`src/rtl/pcu_defines.svh`:
```
`ifndef PCU_DEFINES_SVH
`define PCU_DEFINES_SVH

// ----------------------------------------
// Register indices
// ----------------------------------------
`define PCU_ADDR_CONFIG 16'h2400
`define PCU_ADDR_FLAGS 16'h2401
`define PCU_ADDR_INDEX_POS 16'h2402
`define PCU_ADDR_HOME_POS 16'h2403
`define PCU_ADDR_FAST_TS 16'h2404
`define PCU_ADDR_FAST_MOTOR 16'h2405
`define PCU_ADDR_FAST_LOAD 16'h2406

// ----------------------------------------
// Control field positions
// ----------------------------------------
`define PCU_CFG_IDX_RISE 0
`define PCU_CFG_IDX_FALL 1
`define PCU_CFG_IDX_HOLD 2
`define PCU_CFG_HOME_FALL 5
`define PCU_CFG_HOME_HOLD 6
`define PCU_CFG_FAST_EN 8
`define PCU_CFG_FAST_HOLD 10
`define PCU_CFG_IDX_ZERO 12

// ----------------------------------------
// Status field positions
// ----------------------------------------
`define PCU_ST_IDX_NEW 0
`define PCU_ST_IDX_OVR 3
`define PCU_ST_HOME_NEW 4
`define PCU_ST_HOME_OVR 7
`define PCU_ST_FAST_NEW 8
`define PCU_ST_FAST_OVR 11

// ----------------------------------------
// Reset values and timing
// ----------------------------------------
`define PCU_CONFIG_RESET 16'h0000
`define PCU_CLK_PERIOD_NS 10
`define PCU_US_NS 1000
`define PCU_CYC_PER_US (`PCU_US_NS / `PCU_CLK_PERIOD_NS)

`endif

```
`src/rtl/pcu_pkg.sv`:
```
package pcu_pkg;

    typedef logic [15:0] pcu_index_t;
    typedef logic [15:0] pcu_word16_t;
    typedef logic signed [31:0] pcu_word32_t;

    // Input channel numbering for the edge detector
    typedef enum logic [1:0] {
        PCU_CH_INDEX = 2'b00,
        PCU_CH_HOME = 2'b01,
        PCU_CH_FAST = 2'b10
    } pcu_chan_t;

endpackage : pcu_pkg

```
`src/rtl/pcu_top.sv`:
```
`timescale 1ns/100ps
`include "pcu_defines.svh"
// How it works
// - Config bit 0 set: index rising edge stores axis position in index capture.
// - Config bit 1 set: index falling edge stores axis position in index capture.
// - Config bit 2 set: unread index capture is kept; else new capture replaces it.
// - Config bit 5 picks home edge: set active-to-inactive, clear inactive-to-active.
// - Config bit 6 set: unread home capture is kept; else replaced.
// - Config bit 8 enables high-speed capture into the fast motor position register.
// - Config bit 10 set: unread fast capture is kept, later events dropped.
// - Config bit 12 set: actual position cleared on every index pulse.
// - Status bit 0 flags a new index capture, cleared by reading it.
// - Status bit 3 flags an index event while an unread capture is held.
// - Status bit 4 flags a new home capture, cleared by reading it.
// - Status bit 7 flags a home event while an unread capture is held.
// - Status bit 8 flags a new fast capture, cleared by reading the fast motor capture.
// - Status bit 11 flags a fast event while an unread capture is held.
// - Reading the index capture clears status bits 0 and 3 together.
// - Index capture is a read-only signed 32-bit position in counts.
// - Home capture is a read-only signed 32-bit position taken on selected edge.
// - Each fast capture records a microsecond time stamp, also software-writable.
// - Fast motor capture is a read-only signed 32-bit motor position.
// - Separate read-only load position register taken at each fast capture.
module pcu_top
    import pcu_pkg::*;
#(
    parameter int POS_W = 32,
    parameter int SYNC_STAGES = 2
) (
    input wire logic clk_i,
    input wire logic rstn_i,
    input wire logic [15:0] addr_i,
    input wire logic rd_i,
    input wire logic wr_i,
    input wire logic [31:0] wdata_i,
    output logic [31:0] rdata_o,
    output logic rvalid_o,
    input wire logic index_i,
    input wire logic home_i,
    input wire logic fast_i,
    input wire logic signed [POS_W-1:0] motor_pos_i,
    input wire logic signed [POS_W-1:0] load_pos_i,
    output logic pos_clear_o
);

    // ----------------------------------------
    // Parameter checks
    // ----------------------------------------
    if (POS_W < 2 || POS_W > 32) begin : g_bad_pos_w
        $error("POS_W must lie in 2..32");
    end
    if (SYNC_STAGES < 2) begin : g_bad_sync
        $error("SYNC_STAGES must be at least 2");
    end
    // Microsecond divider needs at least two clocks per microsecond
    if (`PCU_CYC_PER_US < 2) begin : g_bad_us
        $error("clock too slow for the microsecond time base");
    end

    // ----------------------------------------
    // Reset release
    // ----------------------------------------
    logic [1:0] rst_sync_reg;
    logic rst_n;

    // Assert at once, release two edges after the pin rises
    always_ff @(posedge clk_i or negedge rstn_i) begin
        if (!rstn_i) begin
            rst_sync_reg <= 2'b00;
        end else begin
            rst_sync_reg <= {rst_sync_reg[0], 1'b1};
        end
    end
    assign rst_n = rst_sync_reg[1];

    // ----------------------------------------
    // Input synchronisers and edge detect
    // ----------------------------------------
    logic [2:0] pin_in;
    logic [2:0] rise;
    logic [2:0] fall;

    assign pin_in[PCU_CH_INDEX] = index_i;
    assign pin_in[PCU_CH_HOME] = home_i;
    assign pin_in[PCU_CH_FAST] = fast_i;

    // Detectors start low: a pin held high through reset gives one rise
    genvar g;
    generate
        for (g = 0; g < 3; g++) begin : g_edge
            logic [SYNC_STAGES-1:0] sync_reg;
            logic last_reg;
            always_ff @(posedge clk_i or negedge rst_n) begin
                if (!rst_n) begin
                    sync_reg <= '0;
                    last_reg <= 1'b0;
                end else begin
                    sync_reg <= {sync_reg[SYNC_STAGES-2:0], pin_in[g]};
                    last_reg <= sync_reg[SYNC_STAGES-1];
                end
            end
            assign rise[g] = sync_reg[SYNC_STAGES-1] & ~last_reg;
            assign fall[g] = ~sync_reg[SYNC_STAGES-1] & last_reg;
        end
    endgenerate

    // ----------------------------------------
    // Control register and register access
    // ----------------------------------------
    pcu_word16_t config_reg;
    logic rd_index;
    logic rd_home;
    logic rd_fast;
    logic wr_config;
    logic wr_stamp;

    // Writes to read-only indices fall through unused
    assign wr_config = wr_i && addr_i == `PCU_ADDR_CONFIG;
    assign wr_stamp = wr_i && addr_i == `PCU_ADDR_FAST_TS;

    // All 16 bits are kept, reserved ones included
    always_ff @(posedge clk_i or negedge rst_n) begin
        if (!rst_n) begin
            config_reg <= `PCU_CONFIG_RESET;
        end else if (wr_config) begin
            config_reg <= wdata_i[15:0];
        end
    end

    // Only reads of a capture register clear its flags
    assign rd_index = rd_i && addr_i == `PCU_ADDR_INDEX_POS;
    assign rd_home = rd_i && addr_i == `PCU_ADDR_HOME_POS;
    assign rd_fast = rd_i && addr_i == `PCU_ADDR_FAST_MOTOR;

    // ----------------------------------------
    // Capture events
    // ----------------------------------------
    logic idx_ev;
    logic home_ev;
    logic fast_ev;

    // Either index edge may be enabled, or both
    assign idx_ev = (rise[PCU_CH_INDEX] & config_reg[`PCU_CFG_IDX_RISE])
        | (fall[PCU_CH_INDEX] & config_reg[`PCU_CFG_IDX_FALL]);
    assign home_ev = config_reg[`PCU_CFG_HOME_FALL] ? fall[PCU_CH_HOME] : rise[PCU_CH_HOME];
    // Fast input counts only while enabled, on becoming active
    assign fast_ev = rise[PCU_CH_FAST] & config_reg[`PCU_CFG_FAST_EN];

    // ----------------------------------------
    // Index capture and flags
    // ----------------------------------------
    logic signed [POS_W-1:0] index_pos_reg;
    logic idx_new_reg;
    logic idx_ovr_reg;
    logic idx_held;
    logic idx_take;

    // A read in the same cycle frees the slot for the new event
    assign idx_held = idx_new_reg & ~rd_index;
    assign idx_take = idx_ev & ~(idx_held & config_reg[`PCU_CFG_IDX_HOLD]);

    always_ff @(posedge clk_i or negedge rst_n) begin
        if (!rst_n) begin
            index_pos_reg <= '0;
        end else if (idx_take) begin
            index_pos_reg <= motor_pos_i;
        end
    end

    // Hold mode drops the value but still flags the overrun
    always_ff @(posedge clk_i or negedge rst_n) begin
        if (!rst_n) begin
            idx_new_reg <= 1'b0;
            idx_ovr_reg <= 1'b0;
        end else begin
            idx_new_reg <= idx_ev | idx_held;
            idx_ovr_reg <= (idx_ev & idx_held) | (idx_ovr_reg & ~rd_index);
        end
    end

    // ----------------------------------------
    // Home capture and flags
    // ----------------------------------------
    logic signed [POS_W-1:0] home_pos_reg;
    logic home_new_reg;
    logic home_ovr_reg;
    logic home_held;
    logic home_take;

    // Same-cycle read frees the slot, as for the index
    assign home_held = home_new_reg & ~rd_home;
    assign home_take = home_ev & ~(home_held & config_reg[`PCU_CFG_HOME_HOLD]);

    always_ff @(posedge clk_i or negedge rst_n) begin
        if (!rst_n) begin
            home_pos_reg <= '0;
        end else if (home_take) begin
            home_pos_reg <= motor_pos_i;
        end
    end

    // Read clears both flags in its own edge
    always_ff @(posedge clk_i or negedge rst_n) begin
        if (!rst_n) begin
            home_new_reg <= 1'b0;
            home_ovr_reg <= 1'b0;
        end else begin
            home_new_reg <= home_ev | home_held;
            home_ovr_reg <= (home_ev & home_held) | (home_ovr_reg & ~rd_home);
        end
    end

    // ----------------------------------------
    // Microsecond time base
    // ----------------------------------------
    // Free running from reset release, wraps after 2^32 microseconds
    localparam int CYC_PER_US = `PCU_CYC_PER_US;
    logic [$clog2(CYC_PER_US)-1:0] us_div_reg;
    pcu_word32_t us_count_reg;

    always_ff @(posedge clk_i or negedge rst_n) begin
        if (!rst_n) begin
            us_div_reg <= '0;
            us_count_reg <= '0;
        end else if (us_div_reg == ($clog2(CYC_PER_US))'(CYC_PER_US - 1)) begin
            us_div_reg <= '0;
            us_count_reg <= us_count_reg + 32'sh1;
        end else begin
            us_div_reg <= us_div_reg + 1'b1;
        end
    end

    // ----------------------------------------
    // High-speed capture and flags
    // ----------------------------------------
    logic signed [POS_W-1:0] fast_motor_reg;
    logic signed [POS_W-1:0] fast_load_reg;
    pcu_word32_t fast_ts_reg;
    logic fast_new_reg;
    logic fast_ovr_reg;
    logic fast_held;
    logic fast_take;

    assign fast_held = fast_new_reg & ~rd_fast;
    assign fast_take = fast_ev & ~(fast_held & config_reg[`PCU_CFG_FAST_HOLD]);

    // Motor, load and stamp are taken in one edge and stay together
    always_ff @(posedge clk_i or negedge rst_n) begin
        if (!rst_n) begin
            fast_motor_reg <= '0;
            fast_load_reg <= '0;
        end else if (fast_take) begin
            fast_motor_reg <= motor_pos_i;
            fast_load_reg <= load_pos_i;
        end
    end

    // Capture stamp wins over a software write in the same cycle
    always_ff @(posedge clk_i or negedge rst_n) begin
        if (!rst_n) begin
            fast_ts_reg <= '0;
        end else if (fast_take) begin
            fast_ts_reg <= us_count_reg;
        end else if (wr_stamp) begin
            fast_ts_reg <= wdata_i;
        end
    end

    // Overrun only while an unread capture waits
    always_ff @(posedge clk_i or negedge rst_n) begin
        if (!rst_n) begin
            fast_new_reg <= 1'b0;
            fast_ovr_reg <= 1'b0;
        end else begin
            fast_new_reg <= fast_ev | fast_held;
            fast_ovr_reg <= (fast_ev & fast_held) | (fast_ovr_reg & ~rd_fast);
        end
    end

    // ----------------------------------------
    // Actual position clear on index
    // ----------------------------------------
    // Any index rise clears, whatever bits 0 and 1 select
    always_ff @(posedge clk_i or negedge rst_n) begin
        if (!rst_n) begin
            pos_clear_o <= 1'b0;
        end else begin
            pos_clear_o <= rise[PCU_CH_INDEX] & config_reg[`PCU_CFG_IDX_ZERO];
        end
    end

    // ----------------------------------------
    // Status word
    // ----------------------------------------
    pcu_word16_t flags;

    // Reserved status bits read as zero
    always_comb begin
        flags = '0;
        flags[`PCU_ST_IDX_NEW] = idx_new_reg;
        flags[`PCU_ST_IDX_OVR] = idx_ovr_reg;
        flags[`PCU_ST_HOME_NEW] = home_new_reg;
        flags[`PCU_ST_HOME_OVR] = home_ovr_reg;
        flags[`PCU_ST_FAST_NEW] = fast_new_reg;
        flags[`PCU_ST_FAST_OVR] = fast_ovr_reg;
    end

    // ----------------------------------------
    // Read data
    // ----------------------------------------
    logic [31:0] rd_mux;

    always_comb begin
        unique case (addr_i)
            `PCU_ADDR_CONFIG: rd_mux = {16'h0000, config_reg};
            `PCU_ADDR_FLAGS: rd_mux = {16'h0000, flags};
            `PCU_ADDR_INDEX_POS: rd_mux = 32'(index_pos_reg);
            `PCU_ADDR_HOME_POS: rd_mux = 32'(home_pos_reg);
            `PCU_ADDR_FAST_TS: rd_mux = fast_ts_reg;
            `PCU_ADDR_FAST_MOTOR: rd_mux = 32'(fast_motor_reg);
            `PCU_ADDR_FAST_LOAD: rd_mux = 32'(fast_load_reg);
            default: rd_mux = 32'h0000_0000;
        endcase
    end

    // Read data holds until the next read
    always_ff @(posedge clk_i or negedge rst_n) begin
        if (!rst_n) begin
            rdata_o <= 32'h0000_0000;
            rvalid_o <= 1'b0;
        end else begin
            rvalid_o <= rd_i;
            if (rd_i) begin
                rdata_o <= rd_mux;
            end
        end
    end

endmodule : pcu_top

```
`config.mk`:
```
export PLATFORM = sky130hd
export DESIGN_NAME = pcu_top
export DESIGN_NICKNAME = d
export VERILOG_FILES = /design/src/rtl/pcu_pkg.sv /design/src/rtl/pcu_top.sv
export VERILOG_INCLUDE_DIRS = /design/src /design/src/rtl
export SDC_FILE = /design/constraint.sdc
export NUM_CORES = 1
export LEC_CHECK = 0
export BUFFER_PORTS_ARGS = -buffer_cell sky130_fd_sc_hd__buf_4
export CAP_MARGIN = 10
export CORE_UTILIZATION = 52
export CTS_CLUSTER_DIAMETER = 200
export CTS_CLUSTER_SIZE = 16
export DETAILED_ROUTE_END_ITERATION = 6
export PLACE_DENSITY = 0.76
export SYNTH_ARGS = -nofsm -noshare
export SYNTH_HDL_FRONTEND = slang
export SYNTH_SLANG_ARGS = --single-unit
```
`constraint.sdc`:
```
create_clock -name clk_i -period 7.85 [get_ports clk_i]
set_input_delay 0.785 -clock clk_i [delete_from_list [all_inputs] [get_ports clk_i]]
set_output_delay 0.785 -clock clk_i [all_outputs]
set_load 0.05 [all_outputs]
```
---- Yosys cells after proc, flatten, opt, wreduce, memory -nomap -nowiden ----
Index checks and enable logic that the tools add are counted.
storage, ports and cells
  flip-flop bits (word level) ............. 266
  latch bits .............................. 0
  memory bits (writable) .................. 0
  bits in read-only memories .............. 0
  input port bits ......................... 119
  output and inout bits ................... 34
  logic and storage cells ................. 87
  memories kept ........................... 0
operators by class
  $add $sub $neg .......................... 2
  multipliers ............................. 0
  divide/modulo/power cells ............... 0
  magnitude comparators ................... 0
  equality and inequality tests ........... 8
  shift operators ......................... 0
  muxes and demuxes ....................... 5
  bitwise logic cells ..................... 42
  reductions and logical operators ........ 6
operators with widths
  kind                                                                count
  32-bit case mux with 7 select lines                                 1
  16-bit by 14-bit == test with 1-bit output (second input constant)  7
  32-bit 2-to-1 mux                                                   2
  32-bit by 2-bit adder with 32-bit output (second input constant)    1
  1-bit AND                                                           24
  1-bit NOT                                                           11
  7-bit by 1-bit adder with 7-bit output (second input constant)      1
  7-bit == test (second input constant)                               1
  7-bit 2-to-1 mux                                                    1
  1-bit bitwise OR                                                    7
  1-bit logical AND                                                   5
  2-bit nonzero test                                                  1
  1-bit 2-to-1 mux                                                    1

---- Logic depth before layout (Yosys ltp) ----
  depth in word-level cells ............... 8
  mapped depth ............................ 8
  mapped depth without buffers ............ 6

---- Least setup slack after synthesis ----
No wires, ideal clock.
  path type ............................... input-to-reg
  from .................................... input port addr_i[4]
  to ...................................... register fast_ts_reg[24]
  library setup time ...................... 125 ps
  data arrival time ....................... 2689 ps
  data required time ...................... 7725 ps
  setup slack ............................. 5037 ps
  stages .................................. 6
  buffers on the path ..................... 1
  cell sequence ........................... nor4_4 -> nand4_1 -> nor4_2 -> buf_2 -> mux2_2 -> mux2_2
on the way
  word-level cells in the longest chain between the ends .. 8
  elaborated cells between the ends (all ways) .. 11
  those cells by class .................... eq/ne: 2; mux: 1; bitwise: 5; reduce/logical: 3
RTL lines
  what                                                     line            text
  start, declared                                          pcu_top.sv:32   input wire logic [15:0] addr_i,
  16-bit by 14-bit == test with 1-bit output               n/a
  1-bit logical AND (no source line)                       n/a
  1-bit NOT                                                pcu_top.sv:244  assign fast_held = fast_new_reg & ~rd_fast;
  1-bit AND                                                pcu_top.sv:244
  1-bit AND                                                pcu_top.sv:245  assign fast_take = fast_ev & ~(fast_held & config_reg[`PCU_CFG_FAST_HOLD]);
  1-bit NOT                                                pcu_top.sv:245
  1-bit AND                                                pcu_top.sv:245
  32-bit 2-to-1 mux or 2-bit nonzero test (tied branches)  n/a
  end signal, assigned                                     pcu_top.sv:263  fast_ts_reg <= us_count_reg;
  end signal, assigned                                     pcu_top.sv:265  fast_ts_reg <= wdata_i;
  end, declared                                            pcu_top.sv:238  pcu_word32_t fast_ts_reg;
Parallel ways exist; a longest one is shown, timed or not.
A chain may end at the register's enable or synchronous reset.

---- Final worst setup path ----
  from .................................... input port addr_i[1]
  to ...................................... register fast_motor_reg[24]
on the way
  word-level cells in the longest chain between the ends .. 7
RTL lines
  what                                        line            text
  16-bit by 14-bit == test with 1-bit output  n/a
  1-bit logical AND (no source line)          n/a
  1-bit NOT                                   pcu_top.sv:244
  1-bit AND                                   pcu_top.sv:244
  1-bit AND                                   pcu_top.sv:245
  1-bit NOT                                   pcu_top.sv:245
  1-bit AND                                   pcu_top.sv:245
  end signal, assigned                        pcu_top.sv:253  fast_motor_reg <= motor_pos_i;
  end, declared                               pcu_top.sv:236  logic signed [POS_W-1:0] fast_motor_reg;
No other way between the ends.

==> reports/results.tsv <==
metric	value	unit
cts_setup_buffers	0	
via_per_inst	5.92	
nets	1153	
synth.yosys.seq_area_share	56.0	%
grtUsageTotal	24.3	%
synth_flop_cell	dfrtp_1	
drtAntennaViolNets	0	
pin_count	153	
place_area	13300	um^2
hold_class	in -> async	
r2r-start	config_reg[8]$_DFFE_PN0P_	
regArea	6660	um^2
yosys_warnings	0	
clk_pin_slew	0.07	ns
dieArea	23500	um^2
setup_tns	0	ns
drv_cap	0	
layout_commonest_cell	dfrtp_1	
layout-drive-gt1-share	37.6	%
synth_area_per_cell	13.3	um^2
synthArstFlopShare	100	%
final_cell_mix	dfrtp_1 (265), mux2_2 (189), buf_4 (159), mux2i_1 (57), o22ai_1 (42)	
die_y	153	um
slew_headroom	23.8	%
ir_drop	0.000115	V
drt_iter0_markers	674	
status	complete, no violations	
port_buffers	152	
hold_buffers	0	
grt_overflow_total	0	
cts.sinks	266	
drv_slew	0	
critPathMaxFanout	66	
fin_skew	0.0107	ns
initial_core_util	53.8	%
vias	7775	
synth_cell_types	52	
synth_cells	897	
synth_seq_cells	266	
syn_nets	1018	
cts_tree	done	
synth_largest_area_cell	dfrtp_1	
routed_wl	27900	um
cts_resized	0	
n_antenna_cell	0	
fill_cells	1706	
synth_top_area_share	56.0	%
r2r_slack	4.63	ns
worstPathArrival	4.30	ns
first_pass_iters	6	
startpoint	addr_i[1]	
power_density	187	nW/um^2
finalSetupViolations	0	
h-tree-depth	1	
crit_end	fast_motor_reg[24]$_DFFE_PN0P_	
critPathKind	in -> reg	
cp-end-kind	register	
start_kind	input port	
hold_viol_final	0	
clk-insertion-delay-late	0.51	ns
final.min_clock_period	3.91	ns
cts_root_buf	clkbuf_16	
rsz0062_at_grt	no	
die_w	153	um
worst_ep_required_time	8.24	ns
yosys-top-cells-area	dfrtp_1 (56%), mux2_2 (18%), mux2i_1 (4.8%)	
coreArea	22100	um^2
rr_worst_depth	5	
place_congestion	0.813	
multi_input_area	4920	um^2
cts_buffers	20	
synth_area	11900	um^2
drcViolationCount	0	
period_share	49.8	%
hpwl	19000	um
grt_antenna_before_repair	0	
synthToLayoutAreaGrowth	16.1	%
cts_buffer_depth	3	
row_count	54	
grt_max_degree	197	
grt_pass1_vias	7933	
max_freq	256	MHz
tightest_slew	1.14	ns
reg2reg_to	fast_motor_reg[24]$_DFFE_PN0P_	
power_leakage	0.00618	uW
grt_pass1_wl	44400	um
synth_edf_count	0	
wl_per_cell	21.3	um
design_area	13800	um^2
[routing by layer]
layer | vias up | track usage, % | wire (um)
met5 | - | 0 | 0
met4 | 0 | 5.53 | 397
met3 | 29 | 3.60 | 1650
met2 | 228 | 38.1 | 12900
met1 | 4002 | 35.9 | 13000
li1 | 3516 | - | -
[power breakdown]
group          switching, uW  total [uW]  internal (uW)
logic                   86.2         185           98.8
registers               33.4        1460           1420
clock network            462         939            477
[cell families after synthesis]
kind of cell | share of synthesized area (%)
buffers and inverters | 2.87
adder cells (fa/ha/maj) | 0.210
other | 0.0315
XOR/XNOR | 2.58
AND/OR/NAND/NOR | 6.55
multiplexers | 25.7
AO/OA/AOI/OAI | 6.09
flip-flops | 56.0
[layout make-up]
class,count,share of cell area (%)
clock buffers,22,3.83
well taps,280,2.54
inverters,32,0.870
flip-flops and latches,266,48.2
multi-input cells,552,35.7
clock inverters,1,0.0634
repair buffers,160,8.79
[critical path, cell delays in order]
cell	delay [ns]
buf_4	0.31
nor4bb_1	0.43
and4_1	0.24
nand3_1	0.15
a31oi_4	0.99
buf_4	0.88
mux2_2	0.42
[how the worst min path moves through the flow]
stage                                      to  slack, ns  cells past startpoint
finish              rst_sync_reg[1]$_DFF_PN0_       0.05                      1
CTS                 rst_sync_reg[1]$_DFF_PN0_       0.03                      1
floorplan           rst_sync_reg[1]$_DFF_PN0_       0.33                      0
global route        rst_sync_reg[1]$_DFF_PN0_       0.03                      1
detailed placement  rst_sync_reg[1]$_DFF_PN0_       0.34                      0
global placement    rst_sync_reg[1]$_DFF_PN0_       0.33                      0
[per-stage QoR]
step	util [%]	hold slack (ns)	power, uW	cells	worst slack, ns
after global placement	60.1	0.333	1660	1290	3.53
after global routing	62.5	0.0278	2670	1313	3.82
after detailed placement	60.1	0.338	1670	1290	3.52
after floorplan	-	0.331	1580	897	3.49
final	62.5	0.0462	2580	1313	3.94
after CTS	62.5	0.0296	2600	1313	4.02
[Yosys cell counts, drive strengths merged, types with 4 or more instances]
cell type and n:
dfrtp 266, mux2 221, mux2i 57, o22ai 42, a21oi 35, inv 32, buf 25, nand2 25
xnor2 24, clkbuf 22, nor2 18, nand4 16, a222oi 15, nor2b 14, o21ai 12, xor2 11
nand3 8, nor3 7, nor4 6, and3 5, a31oi 4, nand2b 4
(Power assumes the default switching activity.)
